`src/hw/wtd_pkg.sv`:
```
package wtd_pkg;
  // axi byte offsets of the registers
  localparam logic [7:0] WTD_NARROW_CTRL_OFS = 8'h00;
  localparam logic [7:0] WTD_SHARED_CTRL_OFS = 8'h04;
  localparam logic [7:0] WTD_WIDE_CTRL_OFS = 8'h08;
  localparam logic [7:0] WTD_RELOAD_HI_OFS = 8'h0c;
  localparam logic [7:0] WTD_RELOAD_LO_OFS = 8'h10;
  localparam logic [7:0] WTD_CAPTURE_HI_OFS = 8'h14;
  localparam logic [7:0] WTD_CAPTURE_LO_OFS = 8'h18;
  localparam logic [7:0] WTD_NARROW_RELOAD_OFS = 8'h1c;
  // wide / narrow control fields
  localparam int WTD_CTL_OE_BIT = 0;
  localparam int WTD_CTL_IE_BIT = 1;
  localparam int WTD_CTL_DIE_BIT = 2;
  localparam int WTD_CTL_TO_BIT = 5;
  localparam int WTD_CTL_SP_BIT = 6;
  localparam int WTD_CTL_EN_BIT = 7;
  localparam int WTD_CTL_DEMOD_BIT = 3;
  // shared control fields
  localparam int WTD_SH_POL_BIT = 0;
  localparam int WTD_SH_EDGE_R_BIT = 0;
  localparam int WTD_SH_EDGE_F_BIT = 1;
  localparam int WTD_SH_FORCE_LO = 2;
  localparam int WTD_SH_EDGE_LO = 4;
  localparam logic [1:0] WTD_FORCE_ZERO = 2'h2;
  localparam logic [1:0] WTD_FORCE_ONE = 2'h3;
  localparam logic [1:0] WTD_FORCE_PINGPONG = 2'h1;
  localparam logic [1:0] WTD_EDGE_RISE = 2'h1;
  localparam logic [1:0] WTD_EDGE_FALL = 2'h2;
  localparam logic [1:0] WTD_EDGE_BOTH = 2'h3;
  localparam logic [15:0] WTD_CNT_MAX = 16'hffff;
  localparam logic [7:0] WTD_BYTE_ONES = 8'hff;
  localparam logic [7:0] WTD_RESET_BYTE = 8'h00;
  localparam logic [1:0] WTD_RESP_OKAY = 2'h0;
  localparam logic [1:0] WTD_RESP_SLVERR = 2'h2;

  typedef struct packed {
    logic [7:0] addr;
    logic [31:0] data;
    logic [3:0] strb;
  } wtd_wr_t;
endpackage : wtd_pkg

```
`src/hw/wtd_edge_sync.sv`:
```
`timescale 1ns/100ps
module wtd_edge_sync (
  input wire logic aclk,
  input wire logic aresetn,
  input wire logic pin_in,
  input wire logic [1:0] edge_sel,
  output logic edge_hit
);
  import wtd_pkg::*;
  logic meta_r;
  logic sync_r;
  logic prev_r;
  logic rise;
  logic fall;

  // meta_r is read only by sync_r
  always_ff @(posedge aclk) begin
    if (!aresetn) begin
      meta_r <= 1'b0;
      sync_r <= 1'b0;
      prev_r <= 1'b0;
    end else begin
      meta_r <= pin_in;
      sync_r <= meta_r;
      prev_r <= sync_r;
    end
  end

  assign rise = sync_r & ~prev_r;
  assign fall = ~sync_r & prev_r;
  // selection codes 01 rise, 10 fall, 11 both; 00 never hits
  assign edge_hit = (edge_sel[WTD_SH_EDGE_R_BIT] & rise) |
                    (edge_sel[WTD_SH_EDGE_F_BIT] & fall);
endmodule : wtd_edge_sync

```
`src/hw/wtd_timer.sv`:
```
`timescale 1ns/100ps
// How it works
// - disabled normal or ping-pong output is inverse of polarity bit
// - force codes 10 and 11 drive output to 0 or 1 always
// - enable loads high*256+low reload and output to polarity
// - at zero: toggle output, interrupt if enabled, set timeout
// - single-pass stops counting at terminal count zero
// - modulo-N reloads the 16-bit value and keeps counting
// - reload bytes rewritable anytime, used only at next load
// - count zero wraps to ffff without timeout
// - edge_interval_capture_mode waits for first selected edge, then reloads and counts
// - later edges store complemented count, reload ffff, restart
// - each capture sets edge status and optional interrupt
// - stop then restart reloads the programmed initial value
// - fixed port: four inputs 0..3, four push-pull outputs 4..7
// - ping-pong hardware hands enable alternately, timeouts set each time
// - output-enable bit routes wide output to port line five
module wtd_timer (
  input wire logic aclk,
  input wire logic aresetn,
  input wire logic [31:0] s_axi_awaddr,
  input wire logic s_axi_awvalid,
  output logic s_axi_awready,
  input wire logic [31:0] s_axi_wdata,
  input wire logic [3:0] s_axi_wstrb,
  input wire logic s_axi_wvalid,
  output logic s_axi_wready,
  output logic [1:0] s_axi_bresp,
  output logic s_axi_bvalid,
  input wire logic s_axi_bready,
  input wire logic [31:0] s_axi_araddr,
  input wire logic s_axi_arvalid,
  output logic s_axi_arready,
  output logic [31:0] s_axi_rdata,
  output logic [1:0] s_axi_rresp,
  output logic s_axi_rvalid,
  input wire logic s_axi_rready,
  input wire logic [3:0] port_in,
  output logic [3:0] port_in_sync,
  output logic [3:0] port_out,
  output logic wide_irq,
  output logic narrow_irq
);
  import wtd_pkg::*;

  logic [7:0] narrow_ctrl_r;
  logic [7:0] shared_ctrl_r;
  logic [7:0] wide_ctrl_r;
  logic [7:0] reload_high_byte_r;
  logic [7:0] reload_low_byte_r;
  logic [7:0] capture_high_byte_r;
  logic [7:0] capture_low_byte_r;
  logic [7:0] narrow_reload_r;
  logic [15:0] wide_cnt_r;
  logic [7:0] narrow_cnt_r;
  logic wide_out_r;
  logic wide_en_d_r;
  logic narrow_en_d_r;
  logic demod_armed_r;
  logic [3:0] in_meta_r;
  logic [3:0] in_sync_r;
  logic wide_irq_r;
  logic narrow_irq_r;
  logic [3:0] port_out_r;

  // write channel holding registers
  logic aw_held_r;
  logic w_held_r;
  wtd_wr_t wr_r;
  logic bvalid_r;
  logic [1:0] bresp_r;
  logic rvalid_r;
  logic [31:0] rdata_r;
  logic [1:0] rresp_r;
  logic wr_fire;
  logic wr_hit;
  logic [7:0] wbyte;

  logic edge_hit;
  logic wide_en;
  logic pingpong;
  logic demod;
  logic wide_zero;
  logic wide_tick;
  logic narrow_zero;
  logic narrow_tick;
  logic wide_start;
  logic narrow_start;
  logic [15:0] wide_reload;

  assign wide_en = wide_ctrl_r[WTD_CTL_EN_BIT];
  assign pingpong = shared_ctrl_r[WTD_SH_FORCE_LO +: 2] == WTD_FORCE_PINGPONG;
  assign demod = wide_ctrl_r[WTD_CTL_DEMOD_BIT];
  assign wide_reload = {reload_high_byte_r, reload_low_byte_r};
  assign wide_start = wide_en & ~wide_en_d_r;
  assign narrow_start = narrow_ctrl_r[WTD_CTL_EN_BIT] & ~narrow_en_d_r;
  // counter holds 0001 for one cycle, that cycle is the terminal count
  assign wide_zero = wide_en & ~wide_start & ~demod & wide_cnt_r == 16'h0001;
  assign wide_tick = wide_zero;
  assign narrow_zero = narrow_ctrl_r[WTD_CTL_EN_BIT] & ~narrow_start &
                       narrow_cnt_r == 8'h01;
  assign narrow_tick = narrow_zero;

  wtd_edge_sync u_edge (
    .aclk(aclk),
    .aresetn(aresetn),
    .pin_in(port_in[0]),
    .edge_sel(shared_ctrl_r[WTD_SH_EDGE_LO +: 2]),
    .edge_hit(edge_hit)
  );

  // axi write: address and data taken in either order
  assign wr_fire = aw_held_r & w_held_r & ~bvalid_r;
  assign wr_hit = wr_r.strb[0];
  assign wbyte = wr_r.data[7:0];

  always_ff @(posedge aclk) begin
    if (!aresetn) begin
      aw_held_r <= 1'b0;
      w_held_r <= 1'b0;
      wr_r <= '0;
      bvalid_r <= 1'b0;
      bresp_r <= WTD_RESP_OKAY;
    end else begin
      if (s_axi_awvalid && !aw_held_r) begin
        aw_held_r <= 1'b1;
        wr_r.addr <= s_axi_awaddr[7:0];
      end
      if (s_axi_wvalid && !w_held_r) begin
        w_held_r <= 1'b1;
        wr_r.data <= s_axi_wdata;
        wr_r.strb <= s_axi_wstrb;
      end
      if (wr_fire) begin
        aw_held_r <= 1'b0;
        w_held_r <= 1'b0;
        bvalid_r <= 1'b1;
        bresp_r <= (wr_r.addr > WTD_NARROW_RELOAD_OFS || wr_r.addr[1:0] != 2'h0) ?
                   WTD_RESP_SLVERR : WTD_RESP_OKAY;
      end else if (bvalid_r && s_axi_bready) begin
        bvalid_r <= 1'b0;
      end
    end
  end

  assign s_axi_awready = ~aw_held_r;
  assign s_axi_wready = ~w_held_r;
  assign s_axi_bvalid = bvalid_r;
  assign s_axi_bresp = bresp_r;

  // control registers; hardware sets of status win over software clears
  always_ff @(posedge aclk) begin
    if (!aresetn) begin
      narrow_ctrl_r <= WTD_RESET_BYTE;
      shared_ctrl_r <= WTD_RESET_BYTE;
      wide_ctrl_r <= WTD_RESET_BYTE;
      reload_high_byte_r <= WTD_RESET_BYTE;
      reload_low_byte_r <= WTD_RESET_BYTE;
      narrow_reload_r <= WTD_RESET_BYTE;
    end else begin
      if (wr_fire && wr_hit) begin
        unique case (wr_r.addr)
          WTD_NARROW_CTRL_OFS: narrow_ctrl_r <= wbyte;
          WTD_SHARED_CTRL_OFS: shared_ctrl_r <= wbyte;
          WTD_WIDE_CTRL_OFS: wide_ctrl_r <= wbyte;
          WTD_RELOAD_HI_OFS: reload_high_byte_r <= wbyte;
          WTD_RELOAD_LO_OFS: reload_low_byte_r <= wbyte;
          WTD_NARROW_RELOAD_OFS: narrow_reload_r <= wbyte;
          default: ;
        endcase
      end
      if (wide_tick) begin
        wide_ctrl_r[WTD_CTL_TO_BIT] <= 1'b1;
        if (wide_ctrl_r[WTD_CTL_SP_BIT] || pingpong) begin
          wide_ctrl_r[WTD_CTL_EN_BIT] <= 1'b0;
        end
        if (pingpong) begin
          narrow_ctrl_r[WTD_CTL_EN_BIT] <= 1'b1;
        end
      end
      if (narrow_tick) begin
        narrow_ctrl_r[WTD_CTL_TO_BIT] <= 1'b1;
        if (narrow_ctrl_r[WTD_CTL_SP_BIT] || pingpong) begin
          narrow_ctrl_r[WTD_CTL_EN_BIT] <= 1'b0;
        end
        if (pingpong) begin
          wide_ctrl_r[WTD_CTL_EN_BIT] <= 1'b1;
        end
      end
      if (demod && wide_en && edge_hit && demod_armed_r) begin
        // edge status bit 0 for rising selections, bit 1 for falling-only
        if (shared_ctrl_r[WTD_SH_EDGE_LO +: 2] == WTD_EDGE_FALL) begin
          shared_ctrl_r[WTD_SH_EDGE_F_BIT] <= 1'b1;
        end else begin
          shared_ctrl_r[WTD_SH_EDGE_R_BIT] <= 1'b1;
        end
      end
    end
  end

  // wide counter
  always_ff @(posedge aclk) begin
    if (!aresetn) begin
      wide_cnt_r <= '0;
      wide_en_d_r <= 1'b0;
      demod_armed_r <= 1'b0;
      capture_high_byte_r <= WTD_RESET_BYTE;
      capture_low_byte_r <= WTD_RESET_BYTE;
    end else begin
      wide_en_d_r <= wide_en;
      if (!wide_en) begin
        demod_armed_r <= 1'b0;
      end else if (wide_start) begin
        wide_cnt_r <= wide_reload;
      end else if (demod) begin
        if (edge_hit) begin
          if (demod_armed_r) begin
            {capture_high_byte_r, capture_low_byte_r} <= ~wide_cnt_r;
          end
          demod_armed_r <= 1'b1;
          wide_cnt_r <= WTD_CNT_MAX;
        end else if (demod_armed_r) begin
          wide_cnt_r <= wide_cnt_r - 16'h0001;
        end
      end else if (wide_tick) begin
        // modulo-N reloads; single-pass leaves zero and stops
        wide_cnt_r <= (wide_ctrl_r[WTD_CTL_SP_BIT] || pingpong) ?
                      16'h0000 : wide_reload;
      end else begin
        // zero wraps to ffff with no timeout, as 0001 is the only tick
        wide_cnt_r <= wide_cnt_r - 16'h0001;
      end
    end
  end

  // narrow counter, only as far as ping-pong hand-off needs
  always_ff @(posedge aclk) begin
    if (!aresetn) begin
      narrow_cnt_r <= '0;
      narrow_en_d_r <= 1'b0;
    end else begin
      narrow_en_d_r <= narrow_ctrl_r[WTD_CTL_EN_BIT];
      if (narrow_start) begin
        narrow_cnt_r <= narrow_reload_r;
      end else if (narrow_tick) begin
        narrow_cnt_r <= narrow_ctrl_r[WTD_CTL_SP_BIT] ? 8'h00 : narrow_reload_r;
      end else if (narrow_ctrl_r[WTD_CTL_EN_BIT]) begin
        narrow_cnt_r <= narrow_cnt_r - 8'h01;
      end
    end
  end

  // wide output level
  always_ff @(posedge aclk) begin
    if (!aresetn) begin
      wide_out_r <= 1'b1;
    end else if (shared_ctrl_r[WTD_SH_FORCE_LO +: 2] == WTD_FORCE_ZERO) begin
      wide_out_r <= 1'b0;
    end else if (shared_ctrl_r[WTD_SH_FORCE_LO +: 2] == WTD_FORCE_ONE) begin
      wide_out_r <= 1'b1;
    end else if (!wide_en) begin
      wide_out_r <= ~shared_ctrl_r[WTD_SH_POL_BIT];
    end else if (wide_start) begin
      wide_out_r <= shared_ctrl_r[WTD_SH_POL_BIT];
    end else if (wide_tick) begin
      wide_out_r <= ~wide_out_r;
    end
  end

  // interrupt pulses and port pins
  always_ff @(posedge aclk) begin
    if (!aresetn) begin
      wide_irq_r <= 1'b0;
      narrow_irq_r <= 1'b0;
      port_out_r <= 4'h0;
      in_meta_r <= 4'h0;
      in_sync_r <= 4'h0;
    end else begin
      wide_irq_r <= (wide_tick & wide_ctrl_r[WTD_CTL_IE_BIT]) |
                    (demod & wide_en & edge_hit & demod_armed_r &
                     wide_ctrl_r[WTD_CTL_DIE_BIT]);
      narrow_irq_r <= narrow_tick & narrow_ctrl_r[WTD_CTL_IE_BIT];
      in_meta_r <= port_in;
      in_sync_r <= in_meta_r;
      port_out_r[0] <= 1'b0;
      port_out_r[1] <= wide_ctrl_r[WTD_CTL_OE_BIT] & wide_out_r;
      port_out_r[3:2] <= 2'h0;
    end
  end

  assign port_out = port_out_r;
  assign port_in_sync = in_sync_r;
  assign wide_irq = wide_irq_r;
  assign narrow_irq = narrow_irq_r;

  // axi read, one cycle after arvalid is taken
  always_ff @(posedge aclk) begin
    if (!aresetn) begin
      rvalid_r <= 1'b0;
      rdata_r <= '0;
      rresp_r <= WTD_RESP_OKAY;
    end else if (s_axi_arvalid && !rvalid_r) begin
      rvalid_r <= 1'b1;
      rresp_r <= WTD_RESP_OKAY;
      unique case (s_axi_araddr[7:0])
        WTD_NARROW_CTRL_OFS: rdata_r <= {24'h0, narrow_ctrl_r};
        WTD_SHARED_CTRL_OFS: rdata_r <= {24'h0, shared_ctrl_r};
        WTD_WIDE_CTRL_OFS: rdata_r <= {24'h0, wide_ctrl_r};
        WTD_RELOAD_HI_OFS: rdata_r <= {24'h0, reload_high_byte_r};
        WTD_RELOAD_LO_OFS: rdata_r <= {24'h0, reload_low_byte_r};
        WTD_CAPTURE_HI_OFS: rdata_r <= {24'h0, capture_high_byte_r};
        WTD_CAPTURE_LO_OFS: rdata_r <= {24'h0, capture_low_byte_r};
        WTD_NARROW_RELOAD_OFS: rdata_r <= {24'h0, narrow_reload_r};
        default: begin
          rdata_r <= '0;
          rresp_r <= WTD_RESP_SLVERR;
        end
      endcase
    end else if (rvalid_r && s_axi_rready) begin
      rvalid_r <= 1'b0;
    end
  end

  assign s_axi_arready = ~rvalid_r;
  assign s_axi_rvalid = rvalid_r;
  assign s_axi_rdata = rdata_r;
  assign s_axi_rresp = rresp_r;

  disable_out_a: assert property (@(posedge aclk) disable iff (!aresetn)
    (!wide_en && shared_ctrl_r[3] == 1'b0 && $stable(shared_ctrl_r) && !pingpong) |=>
      wide_out_r == ~$past(shared_ctrl_r[WTD_SH_POL_BIT]))
    else $error("disabled output wrong");
  force_out_a: assert property (@(posedge aclk) disable iff (!aresetn)
    (shared_ctrl_r[3] && $stable(shared_ctrl_r)) |=> wide_out_r == $past(shared_ctrl_r[2]))
    else $error("forced output wrong");
  start_load_a: assert property (@(posedge aclk) disable iff (!aresetn)
    wide_start |=> wide_cnt_r == $past(wide_reload))
    else $error("start load wrong");
  timeout_set_a: assert property (@(posedge aclk) disable iff (!aresetn)
    wide_tick |=> wide_ctrl_r[WTD_CTL_TO_BIT])
    else $error("timeout bit not set");
  single_stop_a: assert property (@(posedge aclk) disable iff (!aresetn)
    (wide_tick && wide_ctrl_r[WTD_CTL_SP_BIT] && !narrow_tick) |=> !wide_en)
    else $error("single pass not stopped");
  modn_reload_a: assert property (@(posedge aclk) disable iff (!aresetn)
    (wide_tick && !wide_ctrl_r[WTD_CTL_SP_BIT] && !pingpong) |=>
      wide_cnt_r == $past(wide_reload))
    else $error("modulo reload wrong");
  wrap_quiet_a: assert property (@(posedge aclk) disable iff (!aresetn)
    (wide_en && !demod && !wide_start && wide_cnt_r == 16'h0000) |-> !wide_tick)
    else $error("wrap counted as timeout");
  capture_cmp_a: assert property (@(posedge aclk) disable iff (!aresetn)
    (demod && wide_en && !wide_start && edge_hit && demod_armed_r) |=>
      {capture_high_byte_r, capture_low_byte_r} == ~$past(wide_cnt_r) &&
      wide_cnt_r == WTD_CNT_MAX)
    else $error("capture wrong");
  port_route_a: assert property (@(posedge aclk) disable iff (!aresetn)
    ##1 port_out[1] == $past(wide_ctrl_r[WTD_CTL_OE_BIT] & wide_out_r))
    else $error("port line wrong");
  tick_cov_c: cover property (@(posedge aclk) disable iff (!aresetn) wide_tick);
  capture_cov_c: cover property (@(posedge aclk) disable iff (!aresetn)
    demod && edge_hit && demod_armed_r);
  handoff_cov_c: cover property (@(posedge aclk) disable iff (!aresetn)
    pingpong && narrow_tick);
endmodule : wtd_timer

```
`config.mk`:
```
export PLATFORM = sky130hd
export DESIGN_NAME = wtd_timer
export DESIGN_NICKNAME = d
export VERILOG_FILES = /design/src/hw/wtd_pkg.sv /design/src/hw/wtd_edge_sync.sv /design/src/hw/wtd_timer.sv
export SDC_FILE = /design/constraint.sdc
export NUM_CORES = 1
export LEC_CHECK = 0
export BUFFER_PORTS_ARGS = -buffer_cell sky130_fd_sc_hd__buf_2
export CAP_MARGIN = 20
export CELL_PAD_IN_SITES_DETAIL_PLACEMENT = 0
export CELL_PAD_IN_SITES_GLOBAL_PLACEMENT = 1
export CORE_MARGIN = 3
export CORE_UTILIZATION = 43
export DETAILED_ROUTE_END_ITERATION = 8
export GPL_TIMING_DRIVEN = 0
export PLACE_DENSITY_LB_ADDON = 0.1
export REMOVE_ABC_BUFFERS = 1
export SYNTH_ARGS = -nofsm -noshare
export SYNTH_HDL_FRONTEND = slang
export SYNTH_SLANG_ARGS = --single-unit
```
`constraint.sdc`:
```
create_clock -name aclk -period 3.8 [get_ports aclk]
set_clock_uncertainty 0.05 [all_clocks]
set_input_delay 0.19 -clock aclk [delete_from_list [all_inputs] [get_ports aclk]]
set_output_delay 0.19 -clock aclk [all_outputs]
set_load 0.02 [all_outputs]
```
# After elaboration in Yosys (flattened, before gate mapping)
# Index checks and enable logic that the tools add are counted.
[totals]
ff_bits = 166
latch_bits = 0
ram_bits = 0
romBits = 0
out_inout_bits = 51
wordCells = 178
n_memories = 0
[classes]
n_addsub = 2
n_mul = 0
div_mod_pow = 0
magnitude_cmp = 1
eq_ne = 20
n_shift = 0
mux = 41
bitwise_logic = 37
reduce_logical = 39
[op_table]
columns = ["operator", "n"]
rows = [
  ["$mux 16", 6],
  ["$mux 8", 8],
  ["$pmux 8 s8", 1],
  ["$eq 8x5->1 const B", 6],
  ["$eq 8x4->1 const B", 4],
  ["$mux 1", 21],
  ["$and 1x1->1", 20],
  ["$reduce_and 2->1", 10],
  ["$eq 16x1->1 const B", 1],
  ["$eq 8x3->1 const B", 2],
  ["$logic_not 8->1", 2],
  ["$not 16->16", 1],
  ["$sub 16x1->16 const B", 1],
  ["$not 1->1", 14],
  ["$reduce_bool 2->1", 7],
  ["$mux 2", 5],
  ["$logic_and 1x1->1", 9],
  ["$eq 8x1->1 const B", 1],
  ["$gt 8x5->1 const B", 1],
  ["$reduce_or 8->1", 1],
  ["$sub 8x1->8 const B", 1],
  ["$eq 2x2->1 const B", 3],
  ["$ne 5x1->1 const B", 1],
  ["$reduce_and 5->1", 1],
  ["other kinds (8)", 13],
]

# Longest topological paths before layout
[depth]
depth_word = 11
ltp_mapped = 8

# By module
# Synthesis repeated with hierarchy kept, for this count alone.
[unflattened]
hier_cells = 733
hier_area_um2 = 6491.2
[modules_own_cells]
columns = ["mod", "n_inst", "cells_per_inst", "area_each_um2", "seq_area_each_um2"]
rows = [
  ["wtd_timer", 1, 724, 6391.1, 2682.6],
  ["wtd_edge_sync", 1, 9, 100.1, 60.1],
]

# Least setup slack after synthesis
# No wires, ideal clock.
[synth_path]
kind = "reg2reg"
from = "reg wide_cnt_r[6]"
to = "reg wide_cnt_r[13]"
t_arrival_ns = 2.367
required_time_ns = 3.670
setup_slack_ns = 1.304
path_stages_with_launch = 8
path_buffers = 2
synth_period_minus_slack_ns = 2.496
path_cell_list = "dfxtp_1 -> or4_4 -> or4_4 -> buf_6 -> o41ai_4 -> buf_6 -> nand3_2 -> a211oi_2"
[synth_between]
elab_chain_cells = 5
word_cells_on_any_way = 8
classes_between = "add/sub: 1; eq/ne: 1; mux: 5; bitwise: 1"
[synth_lines]
columns = ["item", "line", "rtl"]
rows = [
  ["start: declaration", "wtd_timer.sv:54", "logic [15:0] wide_cnt_r;"],
  ["start signal: assignment", "wtd_timer.sv:214", "wide_cnt_r <= wide_reload;"],
  ["start signal: assignment", "wtd_timer.sv:223", "wide_cnt_r <= wide_cnt_r - 16'h0001;"],
  ["start signal: assignment", "wtd_timer.sv:227", "wide_cnt_r <= (wide_ctrl_r[WTD_CTL_SP_BIT] || pingpong) ?"],
  ["$sub 16x1->16 / $eq 16x1->1 (equally long branches)", "wtd_timer.sv:223, wtd_timer.sv:231, wtd_timer.sv:98", ""],
  ["$mux 16 / $and 1x1->1 (equally long branches)", "wtd_timer.sv:222, wtd_timer.sv:98", ""],
  ["$mux 16 (on tied branches)", "wtd_timer.sv:216, wtd_timer.sv:225", ""],
  ["$mux 16 *", "wtd_timer.sv:215", "end else if (demod) begin"],
  ["$mux 16 *", "wtd_timer.sv:213", "end else if (wide_start) begin"],
]
# Every way passes the cells marked *; elsewhere a longest branch is shown, timed or not. The select of a mux whose other input is x is not followed.
# A chain may end at the register's enable or synchronous reset.

# Final worst setup path
[layout_path]
from = "reg wide_ctrl_r[7]"
to = "reg wide_cnt_r[8]"
[layout_between]
elab_chain_cells = 8
word_cells_on_any_way = 10
classes_between = "eq/ne: 1; mux: 3; bitwise: 5; reduce/logical: 1"
[layout_lines]
columns = ["item", "line", "rtl"]
rows = [
  ["start: declaration", "wtd_timer.sv:48", "logic [7:0] wide_ctrl_r;"],
  ["start signal: assignment", "wtd_timer.sv:165", "WTD_WIDE_CTRL_OFS: wide_ctrl_r <= wbyte;"],
  ["$and 1x1->1", "wtd_timer.sv:95", "assign wide_start = wide_en & ~wide_en_d_r;"],
  ["$not 1->1 (no source line)", "--", ""],
  ["$and 1x1->1 (3 in series)", "wtd_timer.sv:98", "assign wide_zero = wide_en & ~wide_start & ~demod & wide_cnt_r == 16'h0001;"],
  ["$mux 16", "wtd_timer.sv:225", "end else if (wide_tick) begin"],
  ["$mux 16", "wtd_timer.sv:215", ""],
  ["$mux 16", "wtd_timer.sv:213", ""],
]
# Parallel ways exist; a longest one is shown, timed or not.

==> flow_summary.yaml <==
cts:
  post-cts-setup-buffers: 0
  clock-root-buffer: "clkbuf_16"
  clock-sinks: 135
  cts_resized: 0
  clockBufferDepth: 2
  htreeDepth: 4
  cts_tree: "done"
  clk_pin_slew_worst_paths_ns: 0.06
  clock_latency_ns: 0.42
  cts_buffers: 17
  hold_buffers: 24
global_routing:
  globalRouteTotalUtil: 0.220
  overflow: 0
  grt_start_max_net_pins: 87
  grt_pass1_vias: 5528
  grt_first_pass_wirelength_mm: 30.4
  antenna_found_initial: 0
finish:
  final_area_um2: 7990
  antenna_cells: 0
  regMostFlops: "wide_cnt_r"
  largest_reg_flops: 16
  nets: 948
  syn_to_final_growth_pct: 18.1
  fin_cells: 1057
  layout-drive-gt1-share: 0.139
yosys:
  syn-instance-count: 777
  yosysTopAreaCell: "dfxtp_1"
  yosysSeqAreaShare: 0.400
  netlist_top_cells_area: "dfxtp_1, mux2i_1, nor2b_1, nand2_1, buf_4"
  synth_cell_types: 72
  yosysMostFrequentCell: "dfxtp_1"
  syn_area_um2: 6760
  ys.flop_type: "dfxtp_1"
  syn_area_per_cell_um2: 8.71
  synth_commonest_cells: "dfxtp_1, nand2_1, nor2b_1"
  ys_ff_latch: 135
  synth-edff-count: 0
  ys_warn_count: 0
  async_reset_ff_frac: 0
  yosysTopAreaCellShare: 0.400
drt:
  route.detailed.drc: 0
  avgRoutedWirePerCell_um: 18.0
  vias_per_cell: 5.55
  firstDrtPassIters: 6
  ant_nets: 0
  wirelength_mm: 19.0
  drt_iter0_markers: 549
  vias: 5869
setup_path:
  slowest_delay_ns: 0.99
  worstSetupStartpointType: "flip-flop"
  path_max_fanout: 18
  critical_path_required_ns: 4.07
  r2r_slack_ns: 0.41
  crit_slowest_cell: "o41ai_4"
  path_cells: "nand2_1, or4b_2, o41ai_4, a2111oi_0, a311oi_1"
  r2r_start: "wide_ctrl_r[7]$_SDFF_PN0_"
  cp-end-kind: "flip-flop"
  worstPathArrival_ns: 3.66
  rr_worst_depth: 5
  crit_type: "flip-flop to flip-flop"
  reg2reg_to: "wide_cnt_r[8]$_SDFFE_PN0P_"
  critPathLaunch: "wide_ctrl_r[7]$_SDFF_PN0_"
  worstSetupEndpoint: "wide_cnt_r[8]$_SDFFE_PN0P_"
floorplanning:
  die_w_um: 131
  core_um2: 15300
  rows: 45
  initial_core_util: 0.442
  die-area_um2: 17300
  io_pins: 162
  die_h_um: 131
placed_design:
  portBuffers: 57
  gp_congestion: 0.875
  postPlaceCellArea_um2: 7100
  place_inst: 1000
  dpl.hpwl_mm: 13.6
flow_run:
  maxCapViolCount: 0
timing:
  slew_viol_final: 0
  rsz0062_at_grt: "false"
  setup_violations: 0
  hold_viol: 0
  min_period_ns: 3.39
  fmax_mhz: 295
  slew_headroom: 0.275
  tightest_slew_ns: 1.08
  min_period_over_period: 0.891
  fin_tns_setup_ns: 0
pwr:
  p_leak_uw: 0.00320
  vdd_drop_max_v: 0.000290
  power_density_nw_per_um2: 437
run_status:
  status: "completed"
hold_path:
  hold_class: "primary input to flip-flop"
-- per-layer routing --
layer,GRT usage,up-vias,part of all wire
met3,0.0433,27,0.052
met1,0.309,2804,0.48
li1,-,2851,-
met4,0.0753,0,0.018
met5,0,-,0
met2,0.339,187,0.45
-- per-stage QoR --
step	utilization	setup slack (ns)	hold WS, ns	total power (µW)
2_1_floorplan	-	0.965	0.248	1630
3_3_place_gp	0.457	0.0747	0.348	1720
3_5_place_dp	0.464	0.532	0.349	1730
4_1_cts	0.521	0.465	0.0260	3520
5_1_grt	0.522	0.254	0.0459	3620
6_report	0.522	0.414	0.0356	3490
-- power by group --
group	switching, µW	leakage, µW	total (µW)	internal [µW]
clock	625	0.000306	1780	1150
combinational	138	0.00181	233	94.8
sequential	43.4	0.00109	1490	1440
total	806	0.00320	3490	2690
-- worst max-delay path, delay by kind of cell, from the launching register on --
family / cells / cell delay (ns)
AO/OA/AOI/OAI: 3 / 1.58
AND/OR/NAND/NOR: 2 / 0.98
flip-flops: 1 / 0.66
-- layout make-up --
cell class	instances	area (µm²)
repair buffers	87	613
clock buffers	21	470
fillers	1460	7320
inverters	13	48.8
multi-input cells	579	3720
flip-flops and latches	135	2700
well taps	211	264
clock inverters	11	170
-- cell families after synthesis --
kind of cell | share of synthesized area
buffers and inverters | 0.0696
XOR/XNOR | 0.00130
multiplexers | 0.0864
AO/OA/AOI/OAI | 0.188
AND/OR/NAND/NOR | 0.247
flip-flops | 0.400
adder cells (fa/ha/maj) | 0.00740
other | 0.000554
-- layout by cell type (no fill, tap or decap), types with 5 or more instances in the layout --
| cell type | count |
|---|---|
| inv_1 | 13 |
| nor4_1 | 7 |
| and3_1 | 5 |
| nor2b_1 | 56 |
| o31ai_1 | 6 |
| conb_1 | 29 |
| buf_2 | 56 |
| o221ai_1 | 5 |
| nand2b_1 | 5 |
| nand3_1 | 24 |
| and2_1 | 29 |
| dlygate4sd3_1 | 24 |
| or4_1 | 6 |
| dfxtp_1 | 135 |
| nor3_1 | 19 |
| nand2_1 | 86 |
| a221oi_1 | 6 |
| clkbuf_16 | 17 |
| nor2_1 | 35 |
| a21boi_0 | 25 |
| mux2i_1 | 55 |
| a22o_1 | 6 |
| a21oi_1 | 25 |
| o21ai_0 | 38 |
| a22oi_1 | 7 |
-- how the worst min path moves through the flow --
stage               cells past startpoint                        end    startpoint  slack (ns)
floorplan                               1    wide_out_r$_SDFFE_PN1P_       aresetn        0.25
global placement                        2    in_meta_r[1]$_SDFF_PN0_    port_in[1]        0.35
detailed placement                      2    in_meta_r[3]$_SDFF_PN0_    port_in[3]        0.35
CTS                                     3  s_axi_bvalid$_SDFFE_PN0P_  s_axi_bready        0.03
global route                            3  s_axi_bvalid$_SDFFE_PN0P_  s_axi_bready        0.05
finish                                  3  s_axi_bvalid$_SDFFE_PN0P_  s_axi_bready        0.04
(Power assumes the default switching activity.)
